`config.mk`:
```
export PLATFORM = sky130hd
export DESIGN_NAME = ats_sequencer
export DESIGN_NICKNAME = d
export VERILOG_FILES = /design/src/ats_pkg.sv /design/src/ats_timer.sv /design/src/ats_result_mem.sv /design/src/ats_sequencer.sv
export SDC_FILE = /design/constraint.sdc
export NUM_CORES = 1
export LEC_CHECK = 0
export ABC_CLOCK_PERIOD_IN_PS = 7100
export CORE_AREA = 2 2 220 222
export DETAILED_ROUTE_END_ITERATION = 10
export DIE_AREA = 0 0 222 224
export DONT_BUFFER_PORTS = 1
export PLACE_DENSITY = 0.4
export SLEW_MARGIN = 20
export SYNTH_ARGS = -nofsm -noshare
export SYNTH_HDL_FRONTEND = slang
export SYNTH_SLANG_ARGS = --single-unit
```
`constraint.sdc`:
```
create_clock -name mclk -period 7.1 [get_ports mclk]
set_input_delay 0 -clock mclk [delete_from_list [all_inputs] [get_ports mclk]]
set_output_delay 0 -clock mclk [all_outputs]
set_load 0.01 [all_outputs]
```
`src/ats_pkg.sv`:
```
/*
 * Shared constants for the timer-triggered conversion sequencer: register
 * offsets, field positions, reset values and counter limits.
 * Assumes a byte-addressed register port with one aligned word per register.
 */
`default_nettype none

package ats_pkg;
   // Port widths
   localparam int ADDR_W = 8;
   localparam int DATA_W = 16;
   localparam int RES_W = 10;

   // Register offsets
   localparam logic [7:0] OFS_CONVERTER_MODE_REG0 = 8'h00;
   localparam logic [7:0] OFS_CONVERTER_MODE_REG1 = 8'h04;
   localparam logic [7:0] OFS_TIMER_CONTROL_REG_A = 8'h08;
   localparam logic [7:0] OFS_TIMER_CONTROL_REG_B = 8'h0c;
   localparam logic [7:0] OFS_TIMER_STRIDE = 8'h08;
   localparam logic [7:0] OFS_COMPARE_REG_BASE = 8'h18;
   localparam logic [7:0] OFS_CONV_RESULT_REG_BASE = 8'h40;
   localparam logic [7:0] OFS_CONV_RESULT_REG_END = 8'h60;

   // Field positions of converter_mode_reg0
   localparam int M0_ENABLE_BIT = 7;
   localparam int M0_STATUS_BIT = 6;
   localparam int M0_FOURBUF_BIT = 5;
   localparam int M0_SELECT_BIT = 4;
   localparam int M0_CHAN_LSB = 0;
   // Field positions of converter_mode_reg1 and timer controls
   localparam int M1_FOURTRIG_BIT = 0;
   localparam int TC_A_ENABLE_BIT = 0;
   localparam int TC_B_OSTOP_BIT = 0;

   // Reset values, counter limits and scan channel bounds
   localparam logic [2:0] CHAN_RST = 3'h0;
   localparam logic [15:0] COMPARE_RST = 16'h0000;
   localparam logic [15:0] COUNT_ZERO = 16'h0000;
   localparam logic [15:0] COUNT_MAX = 16'hffff;
   localparam logic [1:0] LAST_LOWER = 2'h3;
   localparam logic [2:0] FIRST_UPPER = 3'h4;
endpackage : ats_pkg

`default_nettype wire

```
`src/ats_timer.sv`:
```
/*
 * One 16-bit compare timer with two compare units, as seen by the sequencer.
 * Assumes enable writes arrive as one-cycle strobes from the register port.
 */
`default_nettype none

module ats_timer import ats_pkg::*; (
   input wire logic mclk,
   input wire logic reset,
   input wire logic enable_wr,
   input wire logic enable_val,
   input wire logic overflow_stop,
   input wire logic [15:0] compare_a,
   input wire logic [15:0] compare_b,
   output logic running,
   output logic [15:0] count,
   output logic match_a,
   output logic match_b
);
   logic at_max;

   assign at_max = (count == COUNT_MAX);

   // Match pulses only while counting; count moves every cycle so each is one cycle
   assign match_a = running && (count == compare_a); // RL24
   assign match_b = running && (count == compare_b); // RL24

   // Run flag: set by software, dropped on overflow in one-shot mode
   always_ff @(posedge mclk) begin
      if (reset) begin
         running <= 1'b0;
      end else if (enable_wr) begin
         running <= enable_val; // RL2
      end else if (running && at_max && overflow_stop) begin
         running <= 1'b0; // RL1
      end
   end

   // Counter: an enable write restarts it from zero, wraps in loop mode
   always_ff @(posedge mclk) begin
      if (reset) begin
         count <= COUNT_ZERO;
      end else if (enable_wr) begin
         count <= COUNT_ZERO; // RL2
      end else if (running) begin
         count <= at_max ? COUNT_ZERO : count + 16'h0001; // RL1 RL3
      end
   end
endmodule : ats_timer

`default_nettype wire

```
`src/ats_result_mem.sv`:
```
/*
 * Eight conversion result words with one write port and a registered read.
 * Assumes write and read addresses are already decoded to an entry index.
 */
`default_nettype none

module ats_result_mem import ats_pkg::*; (
   input wire logic mclk,
   input wire logic reset,
   input wire logic wr_en,
   input wire logic [2:0] wr_addr,
   input wire logic [RES_W-1:0] wr_data,
   input wire logic [2:0] rd_addr,
   output logic [RES_W-1:0] rd_data
);
   logic [RES_W-1:0] entry [8];

   // Storage; an entry keeps its value until overwritten
   always_ff @(posedge mclk) begin
      if (reset) begin
         for (int i = 0; i < 8; i++) begin
            entry[i] <= '0;
         end
      end else if (wr_en) begin
         entry[wr_addr] <= wr_data;
      end
   end

   // Registered read port
   always_ff @(posedge mclk) begin
      if (reset) begin
         rd_data <= '0;
      end else begin
         rd_data <= entry[rd_addr];
      end
   end
endmodule : ats_result_mem

`default_nettype wire

```
`src/ats_sequencer.sv`:
```
/*
 * Timer-triggered conversion sequencer: two compare timers, mode registers,
 * trigger selection, result steering and conversion-end signalling.
 * Assumes a converter core that converts on conv_start, answers conv_done with
 * conv_data some cycles later and drops the job on conv_abort.
 */
// The register offsets and the strobed register port are this design's own decisions.
`default_nettype none

// What this block does
// RL1 - One-shot overflow holds zero, stops matching
// RL2 - Writing count enable restarts stopped timer
// RL3 - Loop mode wraps and keeps triggering
// RL4 - Select mode converts one channel 0-3
// RL5 - Each match 00 converts, ends, clears flag
// RL6 - One-shot single conversion; restart via timer
// RL7 - Loop mode repeats while converter enabled
// RL8 - Any of four matches, same result register
// RL9 - First match after restart sets flag
// RL10 - Any trigger order, repeats accepted
// RL11 - Four match 00 events fill results 0-3
// RL12 - Fewer than four: no end, standby
// RL13 - Match source picks result register
// RL14 - Scan ascends from channel 0, lower first
// RL15 - Upper channels converted back to back
// RL16 - Scan advances one lower channel per match
// RL17 - Match after completion restarts the scan
// RL18 - Short scan raises no end event
// RL19 - Four-trigger scan: source selects channel
// RL20 - Loop scan restarts on next match
// RL21 - Enable bit puts block in trigger standby
// RL22 - Clearing enable aborts, no result stored
// RL23 - Mode write aborts, result discarded
// RL24 - Matches arrive as single-cycle pulses
// RL25 - Counts cleared on finish, restart, abort
module ats_sequencer import ats_pkg::*; (
   input wire logic mclk,
   input wire logic reset,
   input wire logic [ADDR_W-1:0] bus_addr,
   input wire logic [DATA_W-1:0] bus_wdata,
   input wire logic bus_wr,
   input wire logic bus_rd,
   output logic [DATA_W-1:0] bus_rdata,
   output logic conv_start,
   output logic [2:0] conv_chan,
   output logic conv_abort,
   input wire logic conv_done,
   input wire logic [RES_W-1:0] conv_data,
   output logic conversion_end_event,
   output logic conversion_status_flag
);
   typedef enum logic [2:0] {
      st_off = 3'b001,
      st_wait = 3'b010,
      st_conv = 3'b100
   } ats_state_type;

   ats_state_type state;
   logic enable, four_buf, select_mode, four_trig, chain, res_wr, sel_mem;
   logic [2:0] chan_sel, cur_slot, res_addr, next_chan, next_slot;
   logic [1:0] count, trig_src, lower_last, ostop, running;
   logic [3:0] match, acc_mask;
   logic trig_any, mode_wr;
   logic [15:0] compare [4];
   // Timer counts stay inside the timers; only their match pulses and run flags are used
   logic [RES_W-1:0] res_data, mem_q;
   logic [DATA_W-1:0] reg_q, next_rdata;

   assign mode_wr = bus_wr && (bus_addr == OFS_CONVERTER_MODE_REG0 || bus_addr == OFS_CONVERTER_MODE_REG1);

   // Converter mode registers
   always_ff @(posedge mclk) begin
      if (reset) begin
         enable <= 1'b0;
         four_buf <= 1'b0;
         select_mode <= 1'b0;
         chan_sel <= CHAN_RST;
         four_trig <= 1'b0;
      end else if (bus_wr && bus_addr == OFS_CONVERTER_MODE_REG0) begin
         enable <= bus_wdata[M0_ENABLE_BIT];
         four_buf <= bus_wdata[M0_FOURBUF_BIT];
         select_mode <= bus_wdata[M0_SELECT_BIT];
         chan_sel <= bus_wdata[M0_CHAN_LSB +: 3];
      end else if (bus_wr && bus_addr == OFS_CONVERTER_MODE_REG1) begin
         four_trig <= bus_wdata[M1_FOURTRIG_BIT];
      end
   end

   // Timers and their compare registers, two compare units per timer
   generate
      for (genvar g = 0; g < 2; g++) begin : g_timer
         localparam logic [7:0] A_OFS = 8'(OFS_TIMER_CONTROL_REG_A + OFS_TIMER_STRIDE * g);
         localparam logic [7:0] B_OFS = 8'(OFS_TIMER_CONTROL_REG_B + OFS_TIMER_STRIDE * g);
         localparam logic [7:0] C0_OFS = 8'(OFS_COMPARE_REG_BASE + 8 * g);
         localparam logic [7:0] C1_OFS = 8'(OFS_COMPARE_REG_BASE + 8 * g + 4);

         // Overflow-stop and compare values
         always_ff @(posedge mclk) begin
            if (reset) begin
               ostop[g] <= 1'b0;
               compare[2*g] <= COMPARE_RST;
               compare[2*g+1] <= COMPARE_RST;
            end else if (bus_wr && bus_addr == B_OFS) begin
               ostop[g] <= bus_wdata[TC_B_OSTOP_BIT];
            end else if (bus_wr && bus_addr == C0_OFS) begin
               compare[2*g] <= bus_wdata;
            end else if (bus_wr && bus_addr == C1_OFS) begin
               compare[2*g+1] <= bus_wdata;
            end
         end

         ats_timer u_timer (
            .mclk(mclk),
            .reset(reset),
            .enable_wr(bus_wr && bus_addr == A_OFS), // RL2 RL6
            .enable_val(bus_wdata[TC_A_ENABLE_BIT]),
            .overflow_stop(ostop[g]),
            .compare_a(compare[2*g]),
            .compare_b(compare[2*g+1]),
            .running(running[g]),
            .count(),
            .match_a(match[2*g]),
            .match_b(match[2*g+1])
         );
      end
   endgenerate

   // One-trigger modes listen to match 00 only; simultaneous triggers go to the lowest
   assign acc_mask = four_trig ? match : {3'h0, match[0]}; // RL5 RL8 RL16
   assign lower_last = chan_sel[2] ? LAST_LOWER : chan_sel[1:0]; // RL14

   // Channel and result slot for the trigger now present
   always_comb begin
      trig_any = |acc_mask; // RL10
      trig_src = 2'h0;
      for (int i = 3; i >= 0; i--) begin
         if (acc_mask[i]) begin
            trig_src = 2'(i);
         end
      end
      if (select_mode) begin
         next_chan = {1'b0, chan_sel[1:0]}; // RL4
         if (four_buf) begin
            next_slot = four_trig ? {1'b0, trig_src} : {1'b0, count}; // RL11 RL13
         end else begin
            next_slot = next_chan; // RL5 RL8
         end
      end else begin
         next_chan = four_trig ? {1'b0, trig_src} : {1'b0, count}; // RL16 RL19
         next_slot = next_chan; // RL14
      end
   end

   // Sequencer: trigger standby, conversion, upper-channel chaining
   always_ff @(posedge mclk) begin
      if (reset) begin
         state <= st_off;
         count <= 2'h0;
         chain <= 1'b0;
         cur_slot <= 3'h0;
         conv_chan <= 3'h0;
         conv_start <= 1'b0;
         conv_abort <= 1'b0;
         conversion_end_event <= 1'b0;
         conversion_status_flag <= 1'b0;
         res_wr <= 1'b0;
         res_addr <= 3'h0;
         res_data <= '0;
      end else begin
         conv_start <= 1'b0;
         conv_abort <= 1'b0;
         conversion_end_event <= 1'b0;
         res_wr <= 1'b0;
         if (!enable) begin
            conv_abort <= (state == st_conv); // RL22 RL7
            state <= st_off;
            count <= 2'h0; // RL25
            chain <= 1'b0;
            conversion_status_flag <= 1'b0;
         end else if (mode_wr) begin
            conv_abort <= (state == st_conv); // RL23
            state <= st_wait;
            count <= 2'h0; // RL25
            chain <= 1'b0;
            conversion_status_flag <= 1'b0;
         end else begin
            unique case (state)
               st_off: begin
                  state <= st_wait; // RL21
               end
               st_wait: begin
                  if (trig_any) begin
                     conv_start <= 1'b1; // RL9 RL17 RL20
                     conv_chan <= next_chan;
                     cur_slot <= next_slot;
                     conversion_status_flag <= 1'b1; // RL9
                     state <= st_conv;
                  end
               end
               st_conv: begin
                  if (conv_done) begin
                     res_wr <= 1'b1;
                     res_addr <= cur_slot;
                     res_data <= conv_data;
                     if (chain) begin
                        if (conv_chan == chan_sel) begin
                           conversion_end_event <= 1'b1; // RL15
                           conversion_status_flag <= 1'b0;
                           chain <= 1'b0;
                           state <= st_wait;
                        end else begin
                           conv_start <= 1'b1; // RL15
                           conv_chan <= conv_chan + 3'h1;
                           cur_slot <= cur_slot + 3'h1;
                        end
                     end else if (!select_mode && count == lower_last && chan_sel[2]) begin
                        conv_start <= 1'b1; // RL15
                        conv_chan <= FIRST_UPPER;
                        cur_slot <= FIRST_UPPER;
                        chain <= 1'b1;
                        count <= 2'h0;
                     end else if ((!select_mode && count != lower_last) || (select_mode && four_buf && count != 2'h3)) begin
                        count <= count + 2'h1; // RL12 RL18
                        state <= st_wait;
                     end else begin
                        conversion_end_event <= 1'b1; // RL5 RL8 RL11 RL16
                        conversion_status_flag <= 1'b0;
                        count <= 2'h0; // RL25
                        state <= st_wait; // RL6 RL7 RL21
                     end
                  end else if (trig_any && !chain) begin
                     conv_abort <= 1'b1;
                     conv_start <= 1'b1;
                     conv_chan <= next_chan;
                     cur_slot <= next_slot;
                  end
               end
            endcase
         end
      end
   end

   ats_result_mem u_results (
      .mclk(mclk),
      .reset(reset),
      .wr_en(res_wr),
      .wr_addr(res_addr),
      .wr_data(res_data),
      .rd_addr(bus_addr[4:2]),
      .rd_data(mem_q)
   );

   // Register read mux; unmapped offsets read zero
   always_comb begin
      next_rdata = '0;
      if (bus_addr == OFS_CONVERTER_MODE_REG0) begin
         next_rdata[M0_ENABLE_BIT] = enable;
         next_rdata[M0_STATUS_BIT] = conversion_status_flag;
         next_rdata[M0_FOURBUF_BIT] = four_buf;
         next_rdata[M0_SELECT_BIT] = select_mode;
         next_rdata[M0_CHAN_LSB +: 3] = chan_sel;
      end else if (bus_addr == OFS_CONVERTER_MODE_REG1) begin
         next_rdata[M1_FOURTRIG_BIT] = four_trig;
      end
      for (int t = 0; t < 2; t++) begin
         if (bus_addr == 8'(OFS_TIMER_CONTROL_REG_A + OFS_TIMER_STRIDE * t)) begin
            next_rdata[TC_A_ENABLE_BIT] = running[t];
         end
         if (bus_addr == 8'(OFS_TIMER_CONTROL_REG_B + OFS_TIMER_STRIDE * t)) begin
            next_rdata[TC_B_OSTOP_BIT] = ostop[t];
         end
      end
      for (int k = 0; k < 4; k++) begin
         if (bus_addr == 8'(OFS_COMPARE_REG_BASE + 4 * k)) begin
            next_rdata = compare[k];
         end
      end
   end

   // Read data stand for the single cycle after the strobe
   always_ff @(posedge mclk) begin
      if (reset) begin
         reg_q <= '0;
         sel_mem <= 1'b0;
      end else begin
         reg_q <= bus_rd ? next_rdata : '0;
         sel_mem <= bus_rd && bus_addr >= OFS_CONV_RESULT_REG_BASE && bus_addr < OFS_CONV_RESULT_REG_END
                    && bus_addr[1:0] == 2'h0;
      end
   end

   assign bus_rdata = sel_mem ? {{(DATA_W-RES_W){1'b0}}, mem_q} : reg_q;
endmodule : ats_sequencer

`default_nettype wire

```
==> metrics.yaml, run 1 <==
outcome: "complete, no violations"
fin_cells: 1744
numPortBuffers: 0
cpPeakStageDelay_ns: 0.86
worstPathCellList: "dlygate4sd3_1 > nor4_1 > dlygate4sd3_1 > buf_4 > and2_1 > nand3_1 > dlygate4sd3_1 > a21oi_1 > dlygate4sd3_1"
drt_first_pass_iters: 5
numCtsBuffers: 28
end_kind: "register"
placed_area_um2: 12300
p_clk_share_pct: 45.4
die_x_um: 222
pwr-share-seq_pct: 49.8
routed_wl_um: 37800
wl_per_cell_um: 21.7
yosys.area.top_type: "edfxtp_1"
final_cell_area_um2: 13800
crit_family: "buffers and inverters"
cts_tree: "built"
timing.critical_path.buf_inv: 5
synth_common_cells: "150 x and2_1, 144 x edfxtp_1, 100 x dfxtp_1, 89 x nand2_1, 86 x nor2_1"
start_util_pct: 24.7
synth_top_family_by_area: "simple AND/OR/NAND/NOR gates"
die-area_um2: 49700
relSlewSlack_pct: 30.7
power.leakage_nw: 4.76
overflow: 0
rsz0062_at_grt: "false"
insertedDiodeCount: 0
p_total_w: 0.00315
cts_sinks: 244
regToRegStartpoint: "g_timer[0].u_timer.count[2]"
synth.net_count: 1106
worstSkewPairLatency_ns: 0.56
clockBufferDepth: 3
fin_crit_sh_pct: 46.6
antenna_found_initial: 6
area_growth_pct: 18.2
cts_resized: 0
rows: 80
postSynthCellCount: 1062
crit_path_start: "bus_addr[4]"
yosysSeqAreaShare_pct: 54.2
hold_violations: 0
period_needed_ns: 3.31
die_y_um: 224
drcViolationCount: 0
synth_xor_area_share_pct: 7.20
path_max_fanout: 13
synth-simple-area-share_pct: 21.3
hpwl_um: 26200
drive_gt1_share_pct: 9.21
slowest_stage: "dlygate4sd3_1"
combinationalPowerShare_pct: 4.7
grt_pass1_wl_um: 56700
initialDrtViolationCount: 572
powerDensity_nw_per_um2: 228
final_nets: 1151
finalSetupViolCount: 0
vias_per_cell: 4.64
synthTopCellsByArea: "edfxtp_1 37%, dfxtp_1 17%, and2_1 8.0%"
ys_ff_latch: 244
peakVddDrop_mv: 0.190
drtAntennaViolNets: 0
fillers: 4936
routed-via-count: 8096
synth_area_um2: 11700
synthMuxAreaShare_pct: 6.64
slew_violations: 0
critical_path_class: "primary input to register"
p_sw_w: 0.000724
synth-edff-count: 144
p_int_w: 0.00243
coreArea_um2: 47300
io_pins: 62
cp-start-kind: "primary input"
swShare_pct: 23.0
synth_cell_types: 65
final_util_pct: 29.2
worstHoldPathType: "primary input to register"
path_clk_slew_ns: 0.06
grt_max_degree: 44
ys_warn_count: 0
grt_pass1_vias: 8343
crit_top_cell: "dlygate4sd3_1"
finClkSkew_ns: 0.0117
cp_data_required_time_ns: 7.59
multi_input_area_um2: 5060
avgSynthCellArea_um2: 11.0
synth_flop_cell: "edfxtp_1"
postSynth.asyncResetShare_pct: 0
htreeDepth: 1
synth_top_area_share_pct: 37.0
synth_most_common_cell: "and2_1"
track_usage_pct: 15.3
cap_viol_max_count: 0
regArea_um2: 6330
max_freq_ghz: 0.303
clockRootBuffer: "clkbuf_16"
numPlacedInstances: 1633
min_from: "bus_addr[6]"
synth_compound_area_share_pct: 7.48
fin_setup_tns_ns: 0
synthAdderAreaFrac_pct: 0.536
gp_congestion: 0.807
cp.arrival_ns: 3.80
worst_pin_slew_ns: 1.04
[power groups by stage]
| stage | clock network, W | logic [W] | registers, W |
|---|---|---|---|
| detailed placement | 0 | 0.000102 | 0.00160 |
| CTS | 0.00147 | 0.000151 | 0.00157 |
| global placement | 0 | 0.000103 | 0.00160 |
| global route | 0.00152 | 0.000160 | 0.00158 |
| finish | 0.00143 | 0.000148 | 0.00157 |
| floorplan | 0 | 0.0000843 | 0.00159 |
[sequential cells by signal, summed over array words and instances (netlist names), 2 cells and up]
name and cells:
res_addr 3, u_results.rd_data 10, u_results.entry 80, g_timer.u_timer.count 32, ostop 2, cur_slot 3, reg_q 16, chan_sel 3
res_data 10, count 2, state 3, conv_chan 3, compare 64, g_timer.u_timer.running 2
[metrics by stage]
| step | hold WS, ns | setup WS, ns |
|---|---|---|
| floorplan | 0.136 | 4.78 |
| finish | 0.00518 | 3.79 |
| CTS | 0.00230 | 3.78 |
| global placement | 0.0817 | 4.19 |
| global route | 0.0630 | 3.48 |
| detailed placement | 0.0833 | 4.10 |
[worst min-delay path: cells and delay by family]
| kind | cells | cell delay [ns] |
|---|---|---|
| muxes | 1 | 0.09 |
| and+or+nand+nor | 4 | 0.42 |
[layout make-up]
| cell class | count | share of cell area, % |
|---|---|---|
| Clock buffer | 45 | 6.21 |
| Inverter | 8 | 0.217 |
| Timing Repair Buffer | 73 | 5.25 |
| Multi-Input combinational cell | 752 | 36.7 |
| Clock inverter | 7 | 0.263 |
| Sequential cell | 244 | 45.8 |
| Tap cell | 615 | 5.57 |
[kinds of logic after synthesis]
logic type      Yosys count
compound gates          134
xor+xnor                 96
fa+ha+maj                 5
buf+inv                  66
flops                   244
mux                      50
simple gates            467
[layout by cell type (no fill, tap or decap), types with 11 or more instances in the layout]
cell type / count
nor3_1: 15
a21oi_1: 46
mux4_2: 21
nand2_1: 89
nand3_1: 35
clkbuf_16: 30
a22oi_1: 33
nand4_1: 15
o21ai_0: 11
nor4_1: 17
nor2_1: 86
buf_4: 14
mux2i_1: 19
xnor2_1: 26
dlygate4sd3_1: 56
and2_1: 150
edfxtp_1: 144
a31oi_1: 12
dfxtp_1: 100
xor2_1: 70
[path summary, 6_finish.rpt]
path / cells past startpoint / slack (ns) / endpoint
min reg2reg: 2 / 0.49 / res_addr[1]
min: 5 / 0.005 / g_timer[1].u_timer.running
max: 9 / 3.79 / chan_sel[2]
max reg2reg: 9 / 3.98 / conv_chan[1]
[metal layers]
metal  share of wire, %  up-vias  track usage, %
met5               0.12        -               0
met4                2.3        6            3.64
met3                4.8       54            3.04
met2                 49      180            26.4
met1                 44     3968            19.6
li1                   -     3888               -
[timing repair]
item,in CTS,in global routing
setup buffers,0,0
endpoints found under the setup margin,0,0
hold buffers,59,0
hold endpoints to repair,141,0
Power figures use the tool's default switching activity.
==> run 2: changes to the inputs <==
Settings changed: ABC_CLOCK_PERIOD_IN_PS 7100 to 3000, PLACE_DENSITY 0.4 to 0.41.
Clock period 7.1 ns to 3 ns, I/O delays scaled along.
==> run 2 against run 1 <==
Critical path depth unchanged; largest power group unchanged; critical path type is now register to register; first-iteration DRC count rose by 7.7%; sequential share of layout area shrank 0.80 points; combinational power up 140%; wire length grew 2.8%; sequential power increased by 140%; count of clock-buffer cells in the layout decreased by 7; critical endpoint is now cur_slot[2]; hold slack better by 0.022 ns.
==> metrics.yaml, run 2 (same netlist as run 1, synthesis figures left out) <==
r2r-end: "cur_slot[2]"
drcViolationCount: 0
worstSkewPairLatency_ns: 0.57
p_clk_share_pct: 46.3
die_x_um: 222
rows: 80
critical_path_class: "register to register"
grt_max_degree: 43
coreArea_um2: 47300
combinationalPowerShare_pct: 4.8
clockBufferDepth: 3
peakVddDrop_mv: 0.494
numCtsBuffers: 29
top_regs: "u_results.entry x80, compare x64, g_timer.u_timer.count x32"
grt_pass1_wl_um: 57800
path_clk_slew_ns: 0.06
numPlacedInstances: 1658
pwr-share-seq_pct: 49.0
finClkSkew_ns: 0.0279
final_common_cell: "and2_1"
start_util_pct: 24.7
cap_viol_max_count: 0
fin_crit_sh_pct: 89.4
largest_reg_flops: 80
initialDrtViolationCount: 616
routed_wl_um: 38900
wl_per_cell_um: 21.9
drive_gt1_share_pct: 11.2
cts_tree: "built"
slew_violations: 0
final_cell_mix: "150 x and2_1, 144 x edfxtp_1, 100 x dfxtp_1"
vias_per_cell: 4.68
crit_path_start: "compare[3][4]"
cp_data_required_time_ns: 3.42
rsz0062_at_grt: "false"
die_y_um: 224
finalSetupViolCount: 0
overflow: 0
p_sw_w: 0.00172
worst_pin_slew_ns: 1.05
fin_cells: 1776
setup.worst_path.end: "cur_slot[2]"
htreeDepth: 1
gp_congestion: 0.844
grt_pass1_vias: 8631
max_freq_ghz: 0.373
path_max_fanout: 7
fin_setup_tns_ns: 0
area_growth_pct: 20.3
outcome: "complete, no violations"
track_usage_pct: 15.7
power.leakage_nw: 4.90
powerDensity_nw_per_um2: 541
relSlewSlack_pct: 29.5
swShare_pct: 22.6
cp.arrival_ns: 3.10
r2r_slack_ns: 0.32
rr_worst_depth: 9
clockRootBuffer: "clkbuf_16"
antenna_found_initial: 4
cp-start-kind: "register"
regToRegStartpoint: "compare[3][4]"
regMostFlops: "u_results.entry"
worstHoldPathType: "primary input to register"
hpwl_um: 27000
period_needed_ns: 2.68
p_int_w: 0.00589
routed-via-count: 8307
die-area_um2: 49700
post_cts_buffers: 0
fillers: 4900
end_kind: "register"
drt_first_pass_iters: 6
hold_violations: 0
drtAntennaViolNets: 0
final_nets: 1177
numPortBuffers: 0
io_pins: 62
cts_sinks: 244
run 2: power groups by stage:
stage	Clock [W]	Sequential (W)	Combinational (W)
after global placement	0	0.00380	0.000254
after floorplan	0	0.00376	0.000199
after detailed placement	0	0.00380	0.000252
after global routing	0.00371	0.00373	0.000391
final	0.00352	0.00372	0.000362
after CTS	0.00359	0.00373	0.000368
run 2: layout make-up:
type | count | area [um^2] | area share (%)
sequential | 244 | 6330 | 45.0
multi-input combinational | 752 | 5060 | 36.0
timing repair buffer | 98 | 916 | 6.52
clock buffer | 38 | 779 | 5.55
tap | 615 | 769 | 5.47
clock inverter | 15 | 159 | 1.13
inverter | 8 | 30.0 | 0.214
antenna | 6 | 15.0 | 0.107
run 2: worst max-delay path, cell delays in order, from the launching register on:
cell      delay (ns)
edfxtp_1        0.47
xor2_1          0.21
nor4_1          0.44
nand2_1         0.10
nor4bb_1        0.58
o31ai_1         0.15
buf_4           0.19
nor2b_1         0.13
o21ai_1         0.16
a31oi_1         0.10
run 2: routing by layer:
metal / global-route usage (%) / vias to the layer above / wire length (um)
met5: 0 / - / 23
met4: 3.77 / 4 / 895
met3: 2.98 / 65 / 1910
met2: 27.2 / 199 / 19100
met1: 20.0 / 4091 / 17000
li1: - / 3948 / -
run 2: worst min-delay path by stage:
stage	cells after the start	startpoint	slack [ns]	endpoint
2_1_floorplan	2	conv_data[0]	0.14	res_data[0]
3_3_place_gp	1	reset	0.08	res_data[6]
3_5_place_dp	1	reset	0.08	res_data[6]
4_1_cts	4	bus_addr[1]	0.003	g_timer[1].u_timer.count[12]
5_1_grt	4	bus_addr[2]	0.02	reg_q[15]
6_report	4	bus_addr[1]	0.03	g_timer[1].u_timer.count[12]
run 2: what timing repair did:
action	in CTS	in global routing
hold buffers	59	0
endpoints found under the hold margin	173	0
endpoints found under the setup margin	0	6
resized for setup	0	3
run 2: per-stage QoR:
step	total power [W]	utilization, %	setup slack [ns]	hold WS (ns)	cell area, um^2
finish	0.00761	29.7	0.319	0.0270	14100
global route	0.00783	29.7	0.233	0.0212	14000
CTS	0.00769	29.6	0.219	0.00277	14000
detailed placement	0.00405	26.3	0.374	0.0779	12500
global placement	0.00405	26.3	0.296	0.0754	12500
floorplan	0.00396	-	0.682	0.136	11700
==> run 3: changes to the inputs <==
Settings changed: SETUP_SLACK_MARGIN set to 0.4.
==> run 3 against run 2 <==
The run now ends with negative hold slack left; total power decreased by 0.53%; sequential power hardly changed; final cell count fell by 0.51%; clock power about the same; register-to-register slack improved by 0.15 ns; die area stayed put.
==> metrics.yaml, run 3 (same netlist as run 1, synthesis figures left out) <==
routed-via-count: 8286
power.leakage_nw: 4.92
die_x_um: 222
regMostFlops: "u_results.entry"
final_common_cell: "and2_1"
slowest_stage: "or4_1"
track_usage_pct: 15.5
cap_viol_max_count: 0
drt_first_pass_iters: 5
finClkSkew_ns: 0.0255
cts_tree: "built"
final_nets: 1172
max_freq_ghz: 0.395
whs_ns: -0.479
ctsHoldBuffers: 51
largest_reg_flops: 80
grt_max_degree: 45
outcome: "finished with violations"
end_kind: "register"
worstSkewPairLatency_ns: 0.56
drive_gt1_share_pct: 12.6
period_needed_ns: 2.53
cp-start-kind: "register"
fin_crit_sh_pct: 84.4
numCtsBuffers: 29
cts_sinks: 244
final_util_pct: 29.7
clockBufferDepth: 3
placed_area_um2: 12500
final_cell_mix: "150 x and2_1, 144 x edfxtp_1, 97 x dfxtp_1"
final_cell_area_um2: 14000
die-area_um2: 49700
clockRootBuffer: "clkbuf_16"
p_total_w: 0.00757
drtAntennaViolNets: 0
rows: 80
start_util_pct: 24.7
wl_per_cell_um: 21.9
grt_pass1_wl_um: 57300
critical_path_class: "register to register"
whs_path_depth: 1
area_growth_pct: 20.2
cpPeakStageDelay_ns: 0.54
relSlewSlack_pct: 28.2
cp_data_required_time_ns: 3.42
antenna_found_initial: 4
worstPathCellList: "xor2_1 > or4_1 > nor3_2 > o2bb2ai_1 > o31ai_1 > buf_4 > nor2b_1 > o21ai_1 > a31oi_1"
hold_violations: 18
cp.arrival_ns: 2.95
initialDrtViolationCount: 623
drcViolationCount: 0
rr_worst_depth: 9
finalSetupViolCount: 0
overflow: 0
peakVddDrop_mv: 0.488
rsz0062_at_grt: "true"
powerDensity_nw_per_um2: 539
routed_wl_um: 38700
htreeDepth: 1
numPortBuffers: 0
fillers: 4916
die_y_um: 224
worstHoldPathType: "primary input to register"
worst_pin_slew_ns: 1.07
path_max_fanout: 7
fin_setup_tns_ns: 0
vias_per_cell: 4.69
top_regs: "u_results.entry x80, compare x64, g_timer.u_timer.count x32"
hpwl_um: 27000
gp_congestion: 0.844
grt_pass1_vias: 8589
violations: "negative hold slack"
coreArea_um2: 47300
io_pins: 62
path_clk_slew_ns: 0.06
slew_violations: 0
[run 3: timing repair]
item                                    CTS  global route
endpoints found under the setup margin    1             7
pin swaps                                 0             2
resized for setup                         3            16
hold endpoints to repair                173            18
buffers inserted                          0             3
[run 3: per-layer routing]
layer	GRT usage [%]	share of wire (%)	vias up
li1	-	-	3938
met1	19.5	43	4085
met2	26.8	49	194
met3	3.28	5.1	65
met4	4.47	2.7	4
met5	0	0.059	-
[run 3: stage by stage]
stage / setup WS [ns] / hold slack [ns] / std cells
after global routing: 0.396 / -0.506 / 1767
after detailed placement: 0.374 / 0.0779 / 1658
after floorplan: 0.682 / 0.136 / 1062
final: 0.468 / -0.479 / 1767
after global placement: 0.296 / 0.0754 / 1658
after CTS: 0.404 / -0.509 / 1762
[run 3: power by group]
group	internal, W	switching (W)
Clock	0.00208	0.00144
Sequential	0.00365	0.0000708
Combinational	0.000145	0.000176
Total	0.00588	0.00168
[run 3: final timing paths]
| check | slack [ns] | start | to |
|---|---|---|---|
| setup / recovery | 0.47 | compare[0][0] | cur_slot[2] |
| hold / removal | -0.48 | reset | res_data[7] |
| setup reg to reg | 0.47 | compare[0][0] | cur_slot[2] |
| hold reg to reg | 0.48 | res_addr[1] | res_addr[1] |
[run 3: cell type report]
type	count	area (um^2)	area share (%)
tap	615	769	5.48
multi-input combinational	752	5140	36.6
clock inverter	15	159	1.13
timing repair buffer	93	826	5.88
antenna	2	5.00	0.0356
sequential	244	6330	45.1
inverter	8	30.0	0.214
clock buffer	38	779	5.55
[run 3: worst max-delay path, delay by kind of cell, from the launching register on]
family                    cells  cell delay (ns)
AOI/OAI and AO/OA             4             0.60
xor gates and xnor gates      1             0.18
buffers and inverters         1             0.18
DFF                           1             0.43
and+or+nand+nor               3             1.00
